### src/shared/lt_consts.vh
// Constants shared by the logic tile and its two sum-of-products arrays.
`ifndef LT_CONSTS_VH
`define LT_CONSTS_VH

// Register indices on the system bus port.
`define LT_REG_ACC0 3'h0
`define LT_REG_ACC1 3'h1
`define LT_REG_OPR0 3'h2
`define LT_REG_OPR1 3'h3
`define LT_REG_Q0 3'h4
`define LT_REG_Q1 3'h5
`define LT_REG_CTRL 3'h6
`define LT_REG_STAT 3'h7

// Control register fields and reset value.
`define LT_CTRL_Q0OUT 0
`define LT_CTRL_Q1OUT 1
`define LT_CTRL_RUN 2
`define LT_CTRL_SRST 3
`define LT_CTRL_ROUTE_LO 4
`define LT_CTRL_RST 8'h04
`define LT_DATA_RST 8'h00

// ALU functions.
`define LT_ALU_PASS 3'h0
`define LT_ALU_INC 3'h1
`define LT_ALU_DEC 3'h2
`define LT_ALU_ADD 3'h3
`define LT_ALU_SUB 3'h4
`define LT_ALU_AND 3'h5
`define LT_ALU_OR 3'h6
`define LT_ALU_XOR 3'h7

// Result destinations, load destinations and capture sources.
`define LT_DST_NONE 2'h0
`define LT_DST_ACC0 2'h1
`define LT_DST_ACC1 2'h2
`define LT_DST_STREAM 2'h3
`define LT_LD_ACC0 2'h0
`define LT_LD_ACC1 2'h1
`define LT_LD_OPR0 2'h2
`define LT_LD_OPR1 2'h3
`define LT_CAP_ACC0 2'h0
`define LT_CAP_ACC1 2'h1
`define LT_CAP_ALU 2'h2

// Queue depth in bytes.
`define LT_QDEPTH 3'h4

`endif

### src/verilog/lt_sop_array.v
// One sum-of-products array: 12 inputs, eight product terms, four outputs.
`timescale 1ns/1ps
`include "lt_consts.vh"

module lt_sop_array (
    input wire clock,
    input wire clkEn,
    input wire rst,
    input wire softRst,
    input wire [11:0] inBits,
    input wire [95:0] trueMask,
    input wire [95:0] compMask,
    input wire [31:0] orSel,
    input wire [3:0] regSel,
    output wire [3:0] outBits
);

    wire [7:0] term;
    wire [3:0] sum;
    reg [3:0] sumReg_r;

    genvar t;
    genvar o;
    generate
        for (t = 0; t < 8; t = t + 1)
        begin : gTerm
            // An input with neither mask bit set is left out; both set forces the term low.
            assign term[t] = &((inBits | ~trueMask[t*12 +: 12]) &
                               (~inBits | ~compMask[t*12 +: 12]));
        end
        for (o = 0; o < 4; o = o + 1)
        begin : gSum
            assign sum[o] = |(term & orSel[o*8 +: 8]);
        end
    endgenerate

    always @(posedge clock or posedge rst)
    begin
        if (rst)
            sumReg_r <= 4'h0;
        else if (clkEn)
        begin
            if (softRst)
                sumReg_r <= 4'h0;
            else
                sumReg_r <= sum;
        end
    end

    assign outBits = (regSel & sumReg_r) | (~regSel & sum);

endmodule // lt_sop_array

### src/verilog/lt_tile.v
// Logic tile: two sum-of-products arrays, 8-bit datapath, queues, status and control.
`timescale 1ns/1ps
`include "lt_consts.vh"

module lt_tile (
    input wire clock,
    input wire clkEn,
    input wire rst,
    input wire [2:0] busAddr,
    input wire busWrite,
    input wire busRead,
    input wire [7:0] busWdata,
    output wire [7:0] busRdata,
    input wire [2:0] aluFunc,
    input wire srcASel,
    input wire [1:0] srcBSel,
    input wire [1:0] resultDest,
    input wire loadQueue,
    input wire [1:0] loadDest,
    input wire captureQueue,
    input wire [1:0] captureSrc,
    input wire queueSel,
    output wire condZero,
    output wire condOnes,
    output wire condCarry,
    output wire cmpEq0,
    output wire cmpLt0,
    output wire cmpEq1,
    output wire cmpLt1,
    output wire q0Empty,
    output wire q0Full,
    output wire q1Empty,
    output wire q1Full,
    output wire [7:0] streamData,
    output wire streamValid,
    input wire streamReady,
    output wire [3:0] ctrlOut,
    input wire [3:0] statusIn,
    input wire [11:0] sop0In,
    input wire [95:0] sop0TrueMask,
    input wire [95:0] sop0CompMask,
    input wire [31:0] sop0OrSel,
    input wire [3:0] sop0RegSel,
    output wire [3:0] sop0Out,
    input wire [11:0] sop1In,
    input wire [95:0] sop1TrueMask,
    input wire [95:0] sop1CompMask,
    input wire [31:0] sop1OrSel,
    input wire [3:0] sop1RegSel,
    output wire [3:0] sop1Out
);

    reg [7:0] ctrl_r;
    reg [3:0] statusIn_r;
    reg [7:0] busRdata_r;
    reg [7:0] acc0_r;
    reg [7:0] acc1_r;
    reg [7:0] opr0_r;
    reg [7:0] opr1_r;
    reg [7:0] acc0_nxt;
    reg [7:0] acc1_nxt;
    reg [7:0] opr0_nxt;
    reg [7:0] opr1_nxt;
    reg [6:0] cond_r;
    reg [8:0] aluWide;
    reg [7:0] operB;
    reg [7:0] capData;
    reg [7:0] bufData0_r;
    reg [7:0] bufData1_r;
    reg bufWr_r;
    reg bufRd_r;
    reg [1:0] bufCnt_r;

    wire run;
    wire softRst;
    wire [1:0] qOutMode;
    wire [7:0] operA;
    wire [7:0] aluRes;
    wire toStream;
    wire bufInReady;
    wire bufPush;
    wire bufPop;
    wire dpGo;
    wire [1:0] qEmpty;
    wire [1:0] qFull;
    wire [15:0] qHead;
    wire [7:0] loadData;
    wire loadOk;

    // Clock gating and reset selection for the tile's own logic.
    assign run = clkEn & ctrl_r[`LT_CTRL_RUN];
    assign softRst = ctrl_r[`LT_CTRL_SRST];
    assign qOutMode = {ctrl_r[`LT_CTRL_Q1OUT], ctrl_r[`LT_CTRL_Q0OUT]};
    assign ctrlOut = ctrl_r[7:`LT_CTRL_ROUTE_LO];

    // A result bound for the stream waits while the buffer is full, stalling the whole step.
    assign toStream = (resultDest == `LT_DST_STREAM);
    assign dpGo = run & ~softRst & ~(toStream & ~bufInReady);

    assign operA = srcASel ? acc1_r : acc0_r;

    always @*
    begin
        case (srcBSel)
            2'h0: operB = acc0_r;
            2'h1: operB = acc1_r;
            2'h2: operB = opr0_r;
            default: operB = opr1_r;
        endcase
    end

    // Single-cycle ALU; bit 8 holds carry out of add and increment, borrow of subtract and decrement, zero for the logic functions.
    always @*
    begin
        case (aluFunc)
            `LT_ALU_PASS: aluWide = {1'b0, operA};
            `LT_ALU_INC: aluWide = {1'b0, operA} + 9'h001;
            `LT_ALU_DEC: aluWide = {1'b0, operA} - 9'h001;
            `LT_ALU_ADD: aluWide = {1'b0, operA} + {1'b0, operB};
            `LT_ALU_SUB: aluWide = {1'b0, operA} - {1'b0, operB};
            `LT_ALU_AND: aluWide = {1'b0, operA & operB};
            `LT_ALU_OR: aluWide = {1'b0, operA | operB};
            `LT_ALU_XOR: aluWide = {1'b0, operA ^ operB};
            default: aluWide = 9'h000;
        endcase
    end

    assign aluRes = aluWide[7:0];

    always @*
    begin
        case (captureSrc)
            `LT_CAP_ACC0: capData = acc0_r;
            `LT_CAP_ACC1: capData = acc1_r;
            default: capData = aluRes;
        endcase
    end

    // Two queues, each with its own storage; mode decides which side fills and drains.
    genvar g;
    generate
        for (g = 0; g < 2; g = g + 1)
        begin : gQueue
            reg [7:0] mem [0:3];
            reg [1:0] wrPtr_r;
            reg [1:0] rdPtr_r;
            reg [2:0] cnt_r;
            wire hit;
            wire pushReq;
            wire popReq;
            wire push;
            wire pop;
            wire [7:0] pushData;

            assign hit = (busAddr == ((g == 0) ? `LT_REG_Q0 : `LT_REG_Q1));
            assign pushReq = qOutMode[g] ? (dpGo & captureQueue & (queueSel == (g != 0))) :
                                           (clkEn & busWrite & hit);
            assign popReq = qOutMode[g] ? (clkEn & busRead & hit) :
                                          (dpGo & loadQueue & (queueSel == (g != 0)));
            assign pushData = qOutMode[g] ? capData : busWdata;
            assign push = pushReq & ~qFull[g];
            assign pop = popReq & ~qEmpty[g];
            assign qEmpty[g] = (cnt_r == 3'h0);
            assign qFull[g] = (cnt_r == `LT_QDEPTH);
            assign qHead[g*8 +: 8] = mem[rdPtr_r];

            always @(posedge clock)
            begin
                if (push)
                    mem[wrPtr_r] <= pushData;
            end

            always @(posedge clock or posedge rst)
            begin
                if (rst)
                begin
                    wrPtr_r <= 2'h0;
                    rdPtr_r <= 2'h0;
                    cnt_r <= 3'h0;
                end
                else if (clkEn)
                begin
                    if (softRst)
                    begin
                        wrPtr_r <= 2'h0;
                        rdPtr_r <= 2'h0;
                        cnt_r <= 3'h0;
                    end
                    else
                    begin
                        if (push)
                            wrPtr_r <= wrPtr_r + 2'h1;
                        if (pop)
                            rdPtr_r <= rdPtr_r + 2'h1;
                        if (push & ~pop)
                            cnt_r <= cnt_r + 3'h1;
                        else if (pop & ~push)
                            cnt_r <= cnt_r - 3'h1;
                    end
                end
            end
        end
    endgenerate

    assign q0Empty = qEmpty[0];
    assign q0Full = qFull[0];
    assign q1Empty = qEmpty[1];
    assign q1Full = qFull[1];
    assign loadData = queueSel ? qHead[15:8] : qHead[7:0];
    // Loading from an empty queue or one turned outward leaves the target untouched.
    assign loadOk = loadQueue & ~qOutMode[queueSel] & ~qEmpty[queueSel];

    // Working register update: ALU result, then queue load, then firmware write wins.
    always @*
    begin
        acc0_nxt = acc0_r;
        acc1_nxt = acc1_r;
        opr0_nxt = opr0_r;
        opr1_nxt = opr1_r;
        if (dpGo)
        begin
            if (resultDest == `LT_DST_ACC0)
                acc0_nxt = aluRes;
            if (resultDest == `LT_DST_ACC1)
                acc1_nxt = aluRes;
            if (loadOk)
            begin
                case (loadDest)
                    `LT_LD_ACC0: acc0_nxt = loadData;
                    `LT_LD_ACC1: acc1_nxt = loadData;
                    `LT_LD_OPR0: opr0_nxt = loadData;
                    default: opr1_nxt = loadData;
                endcase
            end
        end
        if (busWrite)
        begin
            case (busAddr)
                `LT_REG_ACC0: acc0_nxt = busWdata;
                `LT_REG_ACC1: acc1_nxt = busWdata;
                `LT_REG_OPR0: opr0_nxt = busWdata;
                `LT_REG_OPR1: opr1_nxt = busWdata;
                default: acc0_nxt = acc0_nxt;
            endcase
        end
    end

    always @(posedge clock or posedge rst)
    begin
        if (rst)
        begin
            acc0_r <= `LT_DATA_RST;
            acc1_r <= `LT_DATA_RST;
            opr0_r <= `LT_DATA_RST;
            opr1_r <= `LT_DATA_RST;
            cond_r <= 7'h00;
        end
        else if (clkEn)
        begin
            if (softRst)
            begin
                acc0_r <= `LT_DATA_RST;
                acc1_r <= `LT_DATA_RST;
                opr0_r <= `LT_DATA_RST;
                opr1_r <= `LT_DATA_RST;
                cond_r <= 7'h00;
            end
            else
            begin
                acc0_r <= acc0_nxt;
                acc1_r <= acc1_nxt;
                opr0_r <= opr0_nxt;
                opr1_r <= opr1_nxt;
                if (dpGo)
                begin
                    cond_r[0] <= (aluRes == 8'h00);
                    cond_r[1] <= (aluRes == 8'hff);
                    cond_r[2] <= aluWide[8];
                    cond_r[3] <= (acc0_r == opr0_r);
                    cond_r[4] <= (acc0_r < opr0_r);
                    cond_r[5] <= (acc1_r == opr1_r);
                    cond_r[6] <= (acc1_r < opr1_r);
                end
            end
        end
    end

    assign condZero = cond_r[0];
    assign condOnes = cond_r[1];
    assign condCarry = cond_r[2];
    assign cmpEq0 = cond_r[3];
    assign cmpLt0 = cond_r[4];
    assign cmpEq1 = cond_r[5];
    assign cmpLt1 = cond_r[6];

    // Two-entry buffer between the ALU and the stream port.
    assign bufInReady = (bufCnt_r != 2'h2);
    assign bufPush = dpGo & toStream;
    assign bufPop = clkEn & (bufCnt_r != 2'h0) & streamReady;
    assign streamValid = (bufCnt_r != 2'h0);
    assign streamData = bufRd_r ? bufData1_r : bufData0_r;

    always @(posedge clock or posedge rst)
    begin
        if (rst)
        begin
            bufData0_r <= 8'h00;
            bufData1_r <= 8'h00;
            bufWr_r <= 1'b0;
            bufRd_r <= 1'b0;
            bufCnt_r <= 2'h0;
        end
        else if (clkEn)
        begin
            if (softRst)
            begin
                bufWr_r <= 1'b0;
                bufRd_r <= 1'b0;
                bufCnt_r <= 2'h0;
            end
            else
            begin
                if (bufPush & ~bufWr_r)
                    bufData0_r <= aluRes;
                if (bufPush & bufWr_r)
                    bufData1_r <= aluRes;
                if (bufPush)
                    bufWr_r <= ~bufWr_r;
                if (bufPop)
                    bufRd_r <= ~bufRd_r;
                if (bufPush & ~bufPop)
                    bufCnt_r <= bufCnt_r + 2'h1;
                else if (bufPop & ~bufPush)
                    bufCnt_r <= bufCnt_r - 2'h1;
            end
        end
    end

    // Control, status capture and the registered read port.

    always @(posedge clock or posedge rst)
    begin
        if (rst)
        begin
            ctrl_r <= `LT_CTRL_RST;
            statusIn_r <= 4'h0;
            busRdata_r <= 8'h00;
        end
        else if (clkEn)
        begin
            statusIn_r <= statusIn;
            if (busWrite & (busAddr == `LT_REG_CTRL))
                ctrl_r <= busWdata;
            if (busRead)
            begin
                case (busAddr)
                    `LT_REG_ACC0: busRdata_r <= acc0_r;
                    `LT_REG_ACC1: busRdata_r <= acc1_r;
                    `LT_REG_OPR0: busRdata_r <= opr0_r;
                    `LT_REG_OPR1: busRdata_r <= opr1_r;
                    `LT_REG_Q0: busRdata_r <= qHead[7:0];
                    `LT_REG_Q1: busRdata_r <= qHead[15:8];
                    `LT_REG_CTRL: busRdata_r <= ctrl_r;
                    `LT_REG_STAT: busRdata_r <= {statusIn_r, qFull[1], qEmpty[1],
                                                 qFull[0], qEmpty[0]};
                    default: busRdata_r <= 8'h00;
                endcase
            end
        end
    end

    assign busRdata = busRdata_r;

    lt_sop_array uSop0 (
        .clock(clock),
        .clkEn(run),
        .rst(rst),
        .softRst(softRst),
        .inBits(sop0In),
        .trueMask(sop0TrueMask),
        .compMask(sop0CompMask),
        .orSel(sop0OrSel),
        .regSel(sop0RegSel),
        .outBits(sop0Out)
    );

    lt_sop_array uSop1 (
        .clock(clock),
        .clkEn(run),
        .rst(rst),
        .softRst(softRst),
        .inBits(sop1In),
        .trueMask(sop1TrueMask),
        .compMask(sop1CompMask),
        .orSel(sop1OrSel),
        .regSel(sop1RegSel),
        .outBits(sop1Out)
    );

endmodule // lt_tile

### config.mk
export PLATFORM = sky130hd
export DESIGN_NAME = lt_tile
export DESIGN_NICKNAME = d
export VERILOG_FILES = /design/src/verilog/lt_sop_array.v /design/src/verilog/lt_tile.v
export VERILOG_INCLUDE_DIRS = /design/src /design/src/shared
export SDC_FILE = /design/constraint.sdc
export NUM_CORES = 1
export LEC_CHECK = 0
export BUFFER_PORTS_ARGS = -buffer_cell sky130_fd_sc_hd__buf_2
export CORE_AREA = 4 4 212 214
export CTS_CLUSTER_DIAMETER = 150
export DETAILED_ROUTE_END_ITERATION = 10
export DIE_AREA = 0 0 216 218
export GPL_TIMING_DRIVEN = 0
export MAX_ROUTING_LAYER = met4
export PLACE_DENSITY = 0.6
export SETUP_SLACK_MARGIN = 0.1
export SYNTH_ARGS = -nofsm -noshare
export SYNTH_HDL_FRONTEND = slang
export SYNTH_SLANG_ARGS = --single-unit
### constraint.sdc
create_clock -name clock -period 3.9 [get_ports clock]
set_clock_uncertainty 0.05 [all_clocks]
set_input_delay 0.195 -clock clock [delete_from_list [all_inputs] [get_ports clock]]
set_output_delay 0.195 -clock clock [all_outputs]
set_load 0.01 [all_outputs]
==> run summary, run 1 <==
The worst register-to-register path begins at acc1_r[2]. The overall power after layout is 8.00 mW. The top-area cell type share of the netlist area came out at 0.186.

The HPWL after detailed placement came out at 74200 um. The via count of the first global-routing pass is 14500. The number of gates on the worst path with buffers counted is 14. Hold is met by 0.121 ns. The count of buffers inserted at the top-level ports came out at 522. The total number of yosys warnings is 0. The number of buffers inserted during clock tree synthesis is 17. The routed wire length per instance is 34.2 um.

From synthesis to final layout, the design area changed by 36.3%. The via total after detailed routing came out at 15200. Together, buffers and inverters on the worst path number 1. The critical path data arrival time came out at 4.19 ns. The endpoint identified for the worst register-to-register timing path is gQueue[1].mem[0][7]. The detail-routed via count per cell came out at 5.84.

The number of DRC markers after the initial detailed-route iteration came out at 1651. The cell count after synthesis came out at 1369. The net count of the mapped netlist came out at 1932. The worst setup path is launched from a flip-flop. The number of max-cap violations is 0.

The tightest min-delay check is of the in -> reg type. The total DRC errors in the routed layout is 0. The largest fanout of any net on the critical path is 5. The synthesized area divided by synthesized cell count is 9.81 um2. The final-report hold violation count is 0. Ranked by total cell area, the synthesized netlist is headed by sky130_fd_sc_hd__dfrtp_1 (19%), sky130_fd_sc_hd__mux2i_1 (17%), sky130_fd_sc_hd__edfxtp_1 (14%). The number of nets with antenna violations after detailed routing is 0. The length in cells of the worst reg-to-reg path is 14.

In the finished design, the share of the clock period the worst path needs comes to 1.04. By count the netlist is led by sky130_fd_sc_hd__mux2i_1 (229), sky130_fd_sc_hd__nand2_1 (104), sky130_fd_sc_hd__dfrtp_1 (100). The setup slack of the most critical reg-to-reg path is -0.15 ns. The cell area after layout is 18300 um2. After layout, the minimum clock period comes to 4.05 ns. The primary flip-flop cell chosen by synthesis mapping is sky130_fd_sc_hd__dfrtp_1.

At the later pin of the worst-skew pair, clock insertion delay measures 0.45 ns. The final total negative setup slack came out at -2.80 ns. The standard-cell row count is 76.

The die width came out at 216 um. Walking the worst path, the cells encountered are mux4_2 > or4_4 > buf_6 > nor3_4 > nor2_1 > o21ai_1 > ha_1 > or2_4 > a21oi_2 > a31oi_2 > xor2_2 > a211oi_4 > o21ai_4 > a31o_4. The overall die height came out at 218 um. At the end of the flow, the number of nets in the layout was 2513. Among cell families on the critical path, the largest total delay comes from compound AO/OA/AOI/OAI gates. Summed over all instances, the cell type with the most area after synthesis is sky130_fd_sc_hd__dfrtp_1. The floorplan core area is 42900 um2.

The smallest setup slack after layout came out at -0.145 ns. The wire length of the first global-routing pass came out at 119000 um. The count of unique library cells instantiated by Yosys came out at 77. The number of flops mapped to enable cells by yosys came out at 64. The area of the die came out at 47100 um2. The number of optimization iterations in the first detailed-route pass came out at 6.

Summed over all layers, the routed wires come to 89000 um. The flow ran to the end, but the final reports show violations. TritonCTS built the clock tree. Headroom to the max-slew limit came out at 0.146. The global placement routability congestion is 1.06. The checks that failed: setup timing. The transition at the pin with the smallest max-transition slack came out at 1.26 ns.

The timing-limited maximum frequency is 0.247 GHz. The synthesized flop and latch total came out at 165. The peak ir drop on the vdd network came out at 0.306 mV. The most frequent cell after synthesis is sky130_fd_sc_hd__mux2i_1. The share of the yosys chip area belonging to registers came out at 0.331. The share of flip-flops with an asynchronous set or reset is 0.612. The share of post-route cells with drive strength above 1 came out at 0.388. In this run the clock root is driven by a sky130_fd_sc_hd__clkbuf_16. The leakage dissipation came out at 8.27 nW. The pin count of the biggest net entering global routing is 67. The global-route congestion overflow total is 0.

The initial cell density of the core is 0.313. CTS built an H-tree with a depth of 4. On the worst path, the slowest cell contributes a delay of 0.55 ns.

Among all stages on the critical path, the largest delay is contributed by sky130_fd_sc_hd__or4_4. STA classifies the critical path endpoint as a flip-flop. The cell depth of the worst hold path came out at 4. The overall global routing resource usage is 0.373. Setup violations remaining at the end of the flow were counted as 40.

The area of the mapped netlist came out at 13400 um2. Tracing the worst setup path back leads to its startpoint at acc1_r[2]. Power spread over the standard cell area amounts to 437 nW/um2. The number of inserted filler cells in the final layout is 4316. The CTS sink count came out at 165. The critical path required time came out at 4.05 ns. Summing all placed instances gives a cell area of 16800 um2. The number of antenna violations at the first check in global routing was 83. The worst setup path is of the reg -> reg kind. For this design the top-level I/O count stands at 556. The critical path ends at gQueue[1].mem[0][7]. Setup repair after global routing could not meet its margin everywhere.

The number of buffers on the longest clock path came out at 2. After clock tree synthesis, the clock-pin slew on the worst setup and hold paths is 0.07 ns. The final-report max-slew violation count is 0.
-- power by group --
part	switching, mW	internal, mW	total [mW]
sequential	0.305	2.10	2.41
combinational	2.17	1.61	3.78
clock	0.918	0.890	1.81
total	3.39	4.61	8.00
-- worst min path at each step --
stage / startpoint / to / slack (ns)
4_1_cts: busWdata[5] / acc1_r[5] / 0.09
2_1_floorplan: busWdata[1] / acc1_r[1] / 0.28
3_5_place_dp: rst / uSop0.sumReg_r[0] / 0.23
3_3_place_gp: statusIn[3] / statusIn_r[3] / 0.38
6_report: sop1OrSel[0] / uSop1.sumReg_r[0] / 0.12
5_1_grt: busWdata[5] / acc1_r[5] / 0.11
-- metrics by stage --
step	std cells	util	setup slack, ns
floorplan	1369	-	0.100
global placement	2476	0.392	-1.23
detailed placement	2478	0.393	-1.05
CTS	2545	0.421	-0.157
global route	2594	0.426	-0.206
finish	2607	0.427	-0.145
-- worst reg2reg max path, cell delays in order, from the launching register on --
cell and delay [ns]:
sky130_fd_sc_hd__dfrtp_2 0.45, sky130_fd_sc_hd__mux4_2 0.51, sky130_fd_sc_hd__or4_4 0.55, sky130_fd_sc_hd__buf_6 0.15, sky130_fd_sc_hd__nor3_4 0.14, sky130_fd_sc_hd__nor2_1 0.08
sky130_fd_sc_hd__o21ai_1 0.14, sky130_fd_sc_hd__ha_1 0.26, sky130_fd_sc_hd__or2_4 0.25, sky130_fd_sc_hd__a21oi_2 0.15, sky130_fd_sc_hd__a31oi_2 0.07, sky130_fd_sc_hd__xor2_2 0.21
sky130_fd_sc_hd__a211oi_4 0.35, sky130_fd_sc_hd__o21ai_4 0.14, sky130_fd_sc_hd__a31o_4 0.31
-- cell usage in the layout, fill, tap and decap left out, types with 7 or more instances in the layout --
master                      instances
sky130_fd_sc_hd__clkbuf_1          55
sky130_fd_sc_hd__o31ai_1           12
sky130_fd_sc_hd__buf_4             30
sky130_fd_sc_hd__buf_6              8
sky130_fd_sc_hd__a31oi_1           11
sky130_fd_sc_hd__nand4_1           64
sky130_fd_sc_hd__nor2_1            66
sky130_fd_sc_hd__buf_2            526
sky130_fd_sc_hd__o21ai_1            7
sky130_fd_sc_hd__and2_1            12
sky130_fd_sc_hd__edfxtp_1          64
sky130_fd_sc_hd__o22ai_1           12
sky130_fd_sc_hd__dfrtp_2           10
sky130_fd_sc_hd__diode_2           59
sky130_fd_sc_hd__buf_1             13
sky130_fd_sc_hd__mux2_2            53
sky130_fd_sc_hd__o21ai_0           85
sky130_fd_sc_hd__inv_1             49
sky130_fd_sc_hd__nand3_1           17
sky130_fd_sc_hd__and3_1            12
sky130_fd_sc_hd__a211oi_1           7
sky130_fd_sc_hd__mux2i_1          226
sky130_fd_sc_hd__nor2b_1           21
sky130_fd_sc_hd__a21oi_1           46
sky130_fd_sc_hd__a22o_1            11
sky130_fd_sc_hd__clkbuf_16         17
sky130_fd_sc_hd__nand2_1          104
sky130_fd_sc_hd__o221ai_1           8
sky130_fd_sc_hd__nor3_1            29
sky130_fd_sc_hd__nand2b_1          18
sky130_fd_sc_hd__dfrtp_1           90
sky130_fd_sc_hd__xnor2_1           11
sky130_fd_sc_hd__mux4_2            28
sky130_fd_sc_hd__a22oi_1           42
sky130_fd_sc_hd__ha_1              40
-- kinds of logic after synthesis --
logic type,count (synthesis),synth area share
AO/OA/AOI/OAI,302,0.145
adder cells (fa/ha/maj),47,0.0455
flip-flops,165,0.331
buffers and inverters,136,0.0453
AND/OR/NAND/NOR,386,0.150
XOR/XNOR,17,0.0111
multiplexers,316,0.272
-- sequential cells by signal, summed over array words and instances (netlist names), 6 cells and up --
name,cells
opr1_r,8
ctrl_r,8
opr0_r,8
gQueue.mem,64
busRdata,8
bufData1_r,8
cond_r,7
gQueue.cnt_r,6
acc1_r,8
acc0_r,8
bufData0_r,8
-- timing repair --
item	in CTS	in global routing
hold endpoints to repair	39	0
pin swaps	20	9
setup buffers	30	6
setup endpoints to repair	75	73
resized for setup	62	25
hold buffers	5	0
-- cell type report --
type / instances / area, um2 / area share
Clock inverter: 15 / 201 / 0.0110
Clock buffer: 17 / 425 / 0.0232
Inverter: 51 / 194 / 0.0106
Antenna cell: 59 / 148 / 0.00807
Timing Repair Buffer: 562 / 2990 / 0.163
Sequential cell: 165 / 4460 / 0.244
Multi-Input combinational cell: 1068 / 8730 / 0.477
Tap cell: 585 / 732 / 0.0400
Buffer: 85 / 418 / 0.0228
-- layer usage --
metal,global-route usage,up-vias,routed length [um]
li1,-,6472,-
met1,0.429,7440,32900
met2,0.581,1025,40800
met3,0.0681,288,7140
met4,0.283,0,8150
met5,-,-,0
Power figures use the tool's default switching activity.
==> run 2, diff against run 1 <==
Settings changed: CORE_AREA 4 4 212 214 to 3 3 217 219, DIE_AREA 0 0 216 218 to 0 0 220 222, PLACE_DENSITY 0.6 to 0.57.
Clock period 3.9 ns to 3.5 ns, I/O delays scaled along.
==> run 2 against run 1 <==
Hold slack got worse by 0.051 ns; final area is 0.46% higher; critical path depth unchanged; critical endpoint is now cond_r[0]; global-route usage fell by 1.9 points; the flow still finishes with violations (setup timing); largest cell class unchanged; core utilization shrank 2.1 points; maximum frequency shrank 0.44%.
==> run summary, run 2 (synthesis gave the netlist of run 1 again) <==
The run finished, with violations left. The final reports fail on setup timing. STA classifies the critical path endpoint as a flip-flop. Ranked by flip-flop count, first place goes to gQueue.mem. The count of buffers inserted at the top-level ports came out at 522. By startpoint and endpoint, the worst setup path is classified as reg -> reg. The register cell area after layout is 4460 um2. The via count of the first global-routing pass came to 14300. The worst hold slack is 0.0700 ns. After detailed routing, the number of vias per cell comes to 5.74. The count of H-tree levels built during CTS came out at 4. The non-filler instance count after layout came out at 2636. The end of the critical path is cond_r[0]. In this run the clock root is driven by a sky130_fd_sc_hd__clkbuf_16.

The floorplan core area came out at 45300 um2. The HPWL after detailed placement came out at 73000 um. The class of the tightest hold or removal check is in -> reg. The setup slack of the most critical reg-to-reg path came out at -0.56 ns. The total detailed-routing wirelength came out at 87300 um. The die width is 220 um.

The finished cells cover 18400 um2. The global placement routability congestion is 1.01. The final period demand of the worst path is 4.06 ns. The global-route congestion overflow total came out at 0. The cell area after placement is 16900 um2. After clock tree synthesis, the clock-pin slew on the worst setup and hold paths is 0.08 ns. The via total after detailed routing is 15100. The overall die height is 222 um. TritonCTS built the clock tree.

The register with the most flip-flops in the layout has 64 of them. Relative to the synthesized area, the layout overhead comes to 36.9%. The later pin in the worst-skew pair is clocked with a latency of 0.46 ns. The critical path data arrival time is 4.37 ns. Pin placement for this block handled 556 I/O pins. The timing-limited maximum frequency came out at 0.246 GHz.

The area of the die came out at 48800 um2. The startpoint type of the worst setup path is a flip-flop. The largest fanout of any net on the critical path is 4. In this run the worst setup path begins at acc1_r[0]. Leaving out fill and tap cells, the most frequent cell in the layout is sky130_fd_sc_hd__buf_2. Dividing the detail-routed wire length by the instance count gives 33.1 um. The final-report max-slew violation count came out at 0. The number of inserted filler cells in the final layout is 4649.

In the finished design, the share of the clock period the worst path needs comes to 1.16. The wire length of the first global-routing pass came out at 115000 um. The total DRC errors in the routed layout came out at 0. The relative slew slack came out at 0.180. The library cells used most frequently in the layout, excluding fill and tap cells, are sky130_fd_sc_hd__buf_2 (525), sky130_fd_sc_hd__mux2i_1 (227), sky130_fd_sc_hd__nand2_1 (102). No sink is reached through more buffers than the 2 on the longest clock path. Setup repair after global routing could not meet its margin everywhere. The initial cell density of the core came out at 0.297. The length in cells of the worst reg-to-reg path came out at 14. The startpoint identified for the worst register-to-register timing path is acc1_r[0]. The overall global routing resource usage is 0.354. The final cell utilization of the core is 0.406. Of the cells placed in the final design, the portion with a size suffix greater than 1 is 0.391.

In this run, the number of DRC markers left after iteration 0 of detailed routing was 1442. The CTS sink count is 165. In the final design database the tool counted 2521 nets. The leakage dissipation is 8.31 nW. Setup violations remaining at the end of the flow were counted as 77.

The critical path required time is 3.80 ns. The number of nets with antenna violations after detailed routing came out at 0. The peak ir drop on the vdd network came out at 0.585 mV. The floorplan has 78 rows. The total power density per cell area came out at 484 nW/um2. The number of optimization iterations in the first detailed-route pass came out at 5. The multi-input combinational cells in the finished layout cover a total of 8700 um2. The final-report hold violation count is 0.

The endpoint of the lowest-slack register-to-register path is cond_r[0]. Entering global routing, the biggest net connects 73 pins. The placed instance count came out at 2492. The number of max-cap violations came out at 0. For the pin with the worst max-slew slack, the measured transition is 1.21 ns. Setup slack on the critical path of the routed design comes to -0.563 ns. Clock tree synthesis inserted a total of 17 buffers.

The final total negative setup slack is -27.62 ns. The number of antenna violations at the first check in global routing is 92.
run 2: cell types whose count changed in the layout (fill, tap and decap cells not counted), moves of 3 or more:
cell / before / now
sky130_fd_sc_hd__buf_6: 8 / 13
sky130_fd_sc_hd__inv_8: 4 / 1
sky130_fd_sc_hd__o21ai_1: 7 / 11
sky130_fd_sc_hd__inv_6: 2 / 5
sky130_fd_sc_hd__nor3_1: 29 / 26
sky130_fd_sc_hd__inv_12: 3 / 0
sky130_fd_sc_hd__o21ai_0: 85 / 80
sky130_fd_sc_hd__mux2_4: 2 / 5
sky130_fd_sc_hd__diode_2: 59 / 65
sky130_fd_sc_hd__buf_4: 30 / 36
sky130_fd_sc_hd__mux2_2: 53 / 50
sky130_fd_sc_hd__nor3_2: 1 / 4
run 2: worst min path at each step:
stage	startpoint	endpoint	depth (start not counted)
after detailed placement	rst	uSop0.sumReg_r[0]	2
after global placement	statusIn[2]	statusIn_r[2]	2
final	sop1OrSel[8]	uSop1.sumReg_r[1]	4
after CTS	sop0OrSel[26]	uSop0.sumReg_r[3]	4
after global routing	busWdata[5]	acc1_r[5]	2
after floorplan	busWdata[1]	acc1_r[1]	2
run 2: stage by stage:
stage / worst slack (ns) / power (mW)
detailed placement: -1.43 / 6.22
floorplan: -0.293 / 4.76
global placement: -1.39 / 6.16
global route: -0.636 / 9.31
finish: -0.563 / 8.90
CTS: -0.529 / 8.69
run 2: worst max-delay path: stages (launching register included):
cell and delay (ns):
sky130_fd_sc_hd__dfrtp_2 0.44, sky130_fd_sc_hd__mux4_2 0.50, sky130_fd_sc_hd__or4_4 0.55, sky130_fd_sc_hd__buf_6 0.15, sky130_fd_sc_hd__buf_6 0.12, sky130_fd_sc_hd__a21oi_2 0.11, sky130_fd_sc_hd__a21o_1 0.14, sky130_fd_sc_hd__ha_4 0.23
sky130_fd_sc_hd__a21oi_4 0.14, sky130_fd_sc_hd__nand2b_4 0.16, sky130_fd_sc_hd__nand3b_1 0.09, sky130_fd_sc_hd__xor2_1 0.17, sky130_fd_sc_hd__o311a_4 0.39, sky130_fd_sc_hd__or4_4 0.55, sky130_fd_sc_hd__o31ai_4 0.19
run 2: power breakdown:
part / switching [mW] / total [mW] / internal (mW)
clock network: 0.931 / 2.03 / 1.10
registers: 0.343 / 2.69 / 2.34
logic: 2.35 / 4.18 / 1.83
total: 3.62 / 8.90 / 5.27
run 2: layer usage:
layer / GRT usage / vias to the layer above / share of wire
met5: - / - / 0
met4: 0.300 / 0 / 0.10
met3: 0.0487 / 264 / 0.065
met2: 0.560 / 910 / 0.47
met1: 0.393 / 7455 / 0.36
li1: - / 6493 / -
run 2: area by class of cell:
cell class / instances / share of cell area
diodes: 65 / 0.00885
clock inverters: 15 / 0.0116
flip-flops and latches: 165 / 0.243
well taps: 600 / 0.0408
repair buffers: 570 / 0.166
inverters: 51 / 0.0107
plain buffers: 85 / 0.0234
multi-input cells: 1068 / 0.473
clock buffers: 17 / 0.0231
run 2: what timing repair did:
action / CTS / global route
resized for setup: 55 / 37
setup buffers: 35 / 7
endpoints found under the hold margin: 33 / 0
setup endpoints to repair: 83 / 82
hold buffers: 5 / 0
pin swaps: 21 / 18
==> run 3, diff against run 2 <==
Settings changed: CORE_AREA 3 3 217 219 to 3 3 214 216, DIE_AREA 0 0 220 222 to 0 0 217 219, PLACE_DENSITY 0.57 to 0.6, SYNTH_HIERARCHICAL set to 1.
==> run 3 against run 2 <==
The flow still finishes with violations (setup timing); first-iteration DRC count rose by 6.9%; non-clock buffer count grew 10; global-route usage fell by 3.4 points; maximum frequency fell by 2.0%; synthesized cell count is 4.2% higher; core utilization increased by 2.1 points; via count is 0.80% lower; sequential power decreased by 11%; worst setup slack worse by 0.083 ns; register-to-register slack lost 0.08 ns; combinational power shrank 31%; critical path type unchanged; critical endpoint is now gQueue[0].mem[1][5]; largest cell class unchanged; largest power group unchanged; highest routed layer unchanged.
==> run summary, run 3 <==
Of all nets on the critical path, the largest fanout is 4. In this run the number of H-tree levels came out at 4. Walking the worst path, the cells encountered are mux4_2 > or4_4 > nor2_4 > xnor2_2 > o21ai_2 > ha_4 > nor2b_4 > mux4_2 > a221oi_4 > o311ai_4 > nand2_1 > o21ai_2 > mux2_4.

The flow ran to the end, but the final reports show violations. The top-level port count is 556. The placed instance count is 2546.

Broken down by cell family, the worst path's largest delay share belongs to multiplexers. Leaving out fill and tap cells, the most frequent cell in the layout is sky130_fd_sc_hd__buf_2. The cell count after synthesis is 1427. The pin count of the biggest net entering global routing is 52. The length of routed met2 wiring is 36900 um. By area the synthesized netlist is led by sky130_fd_sc_hd__dfrtp_1 (18%), sky130_fd_sc_hd__mux2i_1 (16%), sky130_fd_sc_hd__edfxtp_1 (14%). The overall power after layout came out at 7.22 mW.

Signal routing reaches up to met4. The relative slew slack is 0.273. Leaving out fill and tap cells, the most frequent cells in the layout are sky130_fd_sc_hd__buf_2 (527), sky130_fd_sc_hd__mux2i_1 (223), sky130_fd_sc_hd__nand2_1 (109). The smallest setup slack after layout is -0.646 ns. In this run, distinct cell masters in the synthesized netlist total 82. The total power density per cell area came out at 383 nW/um2. The area of the mapped netlist came out at 13900 um2. The leakage dissipation is 8.77 nW. The critical path is of the reg -> reg type.

The routed wire length per instance came out at 29.3 um. The tightest min-delay check is of the in -> reg type. For the worst setup path, the data arrival time is 4.27 ns.

The endpoint type of the worst setup path is a flip-flop. The register containing the most flip-flops in the final layout is gQueue.mem. Sorting the synthesized cells by how often they occur yields sky130_fd_sc_hd__mux2i_1 (223), sky130_fd_sc_hd__nand2_1 (112), sky130_fd_sc_hd__o21ai_0 (105). The top-area cell type share of the netlist area came out at 0.181. The overall global routing resource usage came out at 0.320.

The clock insertion delay at the later pin of the skew report is 0.44 ns. The final period demand of the worst path is 4.15 ns. TritonCTS built the clock tree. The via count of the first global-routing pass is 14700. The number of optimization iterations in the first detailed-route pass is 7.

When the netlist entered floorplanning its net count stood at 1990. Of the cells placed in the final design, the portion with a size suffix greater than 1 is 0.409. The clock edge transition at the registers on the reported setup and hold paths is 0.08 ns. The total DRC errors in the routed layout came out at 0.

The global-route congestion overflow total came out at 0. The peak ir drop on the vdd network came out at 0.427 mV. The register with the most flip-flops in the layout has 64 of them.

The standard-cell row count is 77. After synthesis, the share of flip-flops with an asynchronous set or reset is 0.612. In the final timing run, aggregate negative setup slack is -27.08 ns. Yosys instantiated no cell more often than sky130_fd_sc_hd__mux2i_1. The initial cell density of the core came out at 0.314. The floorplan core area came out at 44100 um2. Buffers inserted during clock tree synthesis total 17. The number of antenna violations at the first check in global routing came out at 17. For this run, the leading register cell type out of synthesis is sky130_fd_sc_hd__dfrtp_1. Max-cap violations in this run came to 0. The critical path buffer and inverter count is 0. The final-report hold violation count was 0. The number of flops mapped to enable cells by yosys came out at 64.

The post-route clock period utilization came out at 1.18. Across the whole layout, storage elements account for 4460 um2. Each instance of the synthesized netlist takes up on average 9.71 um2. Synthesis inferred 165 register bits. The total area of multi-input combinational cells came out at 8990 um2. The routed layout has 15000 vias. The share of the yosys chip area belonging to registers came out at 0.321. The die covers 47500 um2.

The worst setup path is launched from a flip-flop. The buffer type at the clock tree root is sky130_fd_sc_hd__clkbuf_16. Measured on the finished design, the core utilization comes to 0.427. The final-report max-slew violation count came out at 0.

Across all hold checks on the routed design, the worst slack comes to 0.0624 ns. In the final routing, the length of wire on met1 measures 30000 um. The number of inserted filler cells in the final layout came out at 4461. The area overhead of the layout relative to synthesis is 36.1%. The net total in the final layout is 2587. The wire-length estimate of the detail-placed layout is 64400 um. In this run, the number of DRC markers left after iteration 0 of detailed routing was 1541. The total number of yosys warnings is 6. The detailed-routed wire length on met3 is 5600 um. The first global-routing pass estimated 107000 um of wire. After the flow finishes, the layout carries non-filler instances totaling 2645. The delay contributed by the slowest stage of the critical path came out at 0.59 ns.

The biggest area contributor in the post-synthesis netlist is sky130_fd_sc_hd__dfrtp_1. The congestion estimate from routability-driven global placement came to 1.01. The routed design has 77500 um of wire.

The count of buffers inserted at the top-level ports came out at 525. The final reports fail on setup timing. The number of nets with antenna violations after detailed routing came out at 0. The tree built by TritonCTS fans out to 165 sinks. The number of buffers on the longest clock path is 2. The timing-limited maximum frequency came out at 0.241 GHz.

The overall die height came out at 219 um. Setup violations remaining at the end of the flow were counted as 71. The transition at the pin with the smallest max-transition slack came out at 1.08 ns. Setup repair after global routing could not meet its margin everywhere. The detail-routed via count per cell is 5.67.

The die width is 217 um. The slowest library cell on the worst path is sky130_fd_sc_hd__or4_4. The critical path required time came out at 3.63 ns.
-- run 3: cell count changes after synthesis, moves of 7 or more --
cell                        previous run  this run
sky130_fd_sc_hd__nor4_1                2        44
sky130_fd_sc_hd__nand2_1             104       112
sky130_fd_sc_hd__buf_6                 2        23
sky130_fd_sc_hd__a22oi_1              42        19
sky130_fd_sc_hd__inv_1                50        94
sky130_fd_sc_hd__nand4_1              64        38
sky130_fd_sc_hd__buf_1                13         5
sky130_fd_sc_hd__a31oi_1              12         4
sky130_fd_sc_hd__nand4_2               0        18
sky130_fd_sc_hd__nand2b_1             19        10
sky130_fd_sc_hd__o21ai_0              94       105
sky130_fd_sc_hd__clkbuf_1             56        49
sky130_fd_sc_hd__o2111ai_1             1        13
-- run 3: layout make-up --
class | instances | area share
diodes | 16 | 0.00212
plain buffers | 87 | 0.0294
clock buffers | 18 | 0.0239
clock inverters | 14 | 0.00829
inverters | 96 | 0.0192
multi-input cells | 1079 | 0.477
flip-flops and latches | 165 | 0.237
well taps | 592 | 0.0393
repair buffers | 578 | 0.165
-- run 3: worst paths after layout --
path                             start                   to  slack, ns  cells after the start
setup / recovery             opr1_r[3]  gQueue[0].mem[1][5]      -0.65                     13
min in group asynchronous          rst    uSop0/sumReg_r[2]       0.25                      3
max in group asynchronous          rst            ctrl_r[2]       2.25                      4
hold / removal             busWdata[3]            ctrl_r[3]       0.06                      3
hold reg to reg            busRdata[1]          busRdata[1]       0.43                      2
setup reg to reg             opr1_r[3]  gQueue[0].mem[1][5]      -0.65                     13
-- run 3: logic make-up (layout without fill, tap and decap cells) --
group	count (synthesis)	in the layout	share of synthesized area
buf+inv	183	793	0.0646
flops	165	165	0.321
xor+xnor	14	14	0.00885
simple gates	402	402	0.158
other cells	0	16	0
compound gates	304	304	0.143
mux	312	312	0.260
fa+ha+maj	47	47	0.0441
-- run 3: report_power, final --
part	switching (mW)	total (mW)	internal (mW)
Sequential	0.179	2.39	2.21
Clock	0.953	1.96	1.00
Combinational	1.63	2.87	1.24
Total	2.76	7.21	4.45
-- run 3: timing repair --
item	in CTS	in global routing
endpoints found under the hold margin	54	0
pin swaps	20	19
buffers inserted	35	12
resized for setup	68	50
hold buffers	5	0
endpoints found under the setup margin	92	95
-- run 3: worst reg2reg max path: cells and delay by family (launching register included) --
kind,cells,cell delay [ns]
muxes,3,1.36
and+or+nand+nor,4,0.93
AOI/OAI and AO/OA,4,0.66
DFF,1,0.46
adders and majority gates,1,0.31
xor gates and xnor gates,1,0.13
-- run 3: layer usage --
| metal | track usage | up-vias |
|---|---|---|
| li1 | - | 6624 |
| met1 | 0.381 | 7422 |
| met2 | 0.523 | 787 |
| met3 | 0.0569 | 168 |
| met4 | 0.162 | 0 |
| met5 | - | - |
-- run 3: metrics by stage --
stage	area [um2]	worst slack, ns
after detailed placement	17400	-1.37
after global routing	18900	-0.681
after CTS	18600	-0.582
after global placement	17300	-1.49
after floorplan	13900	-0.409
final	18900	-0.646
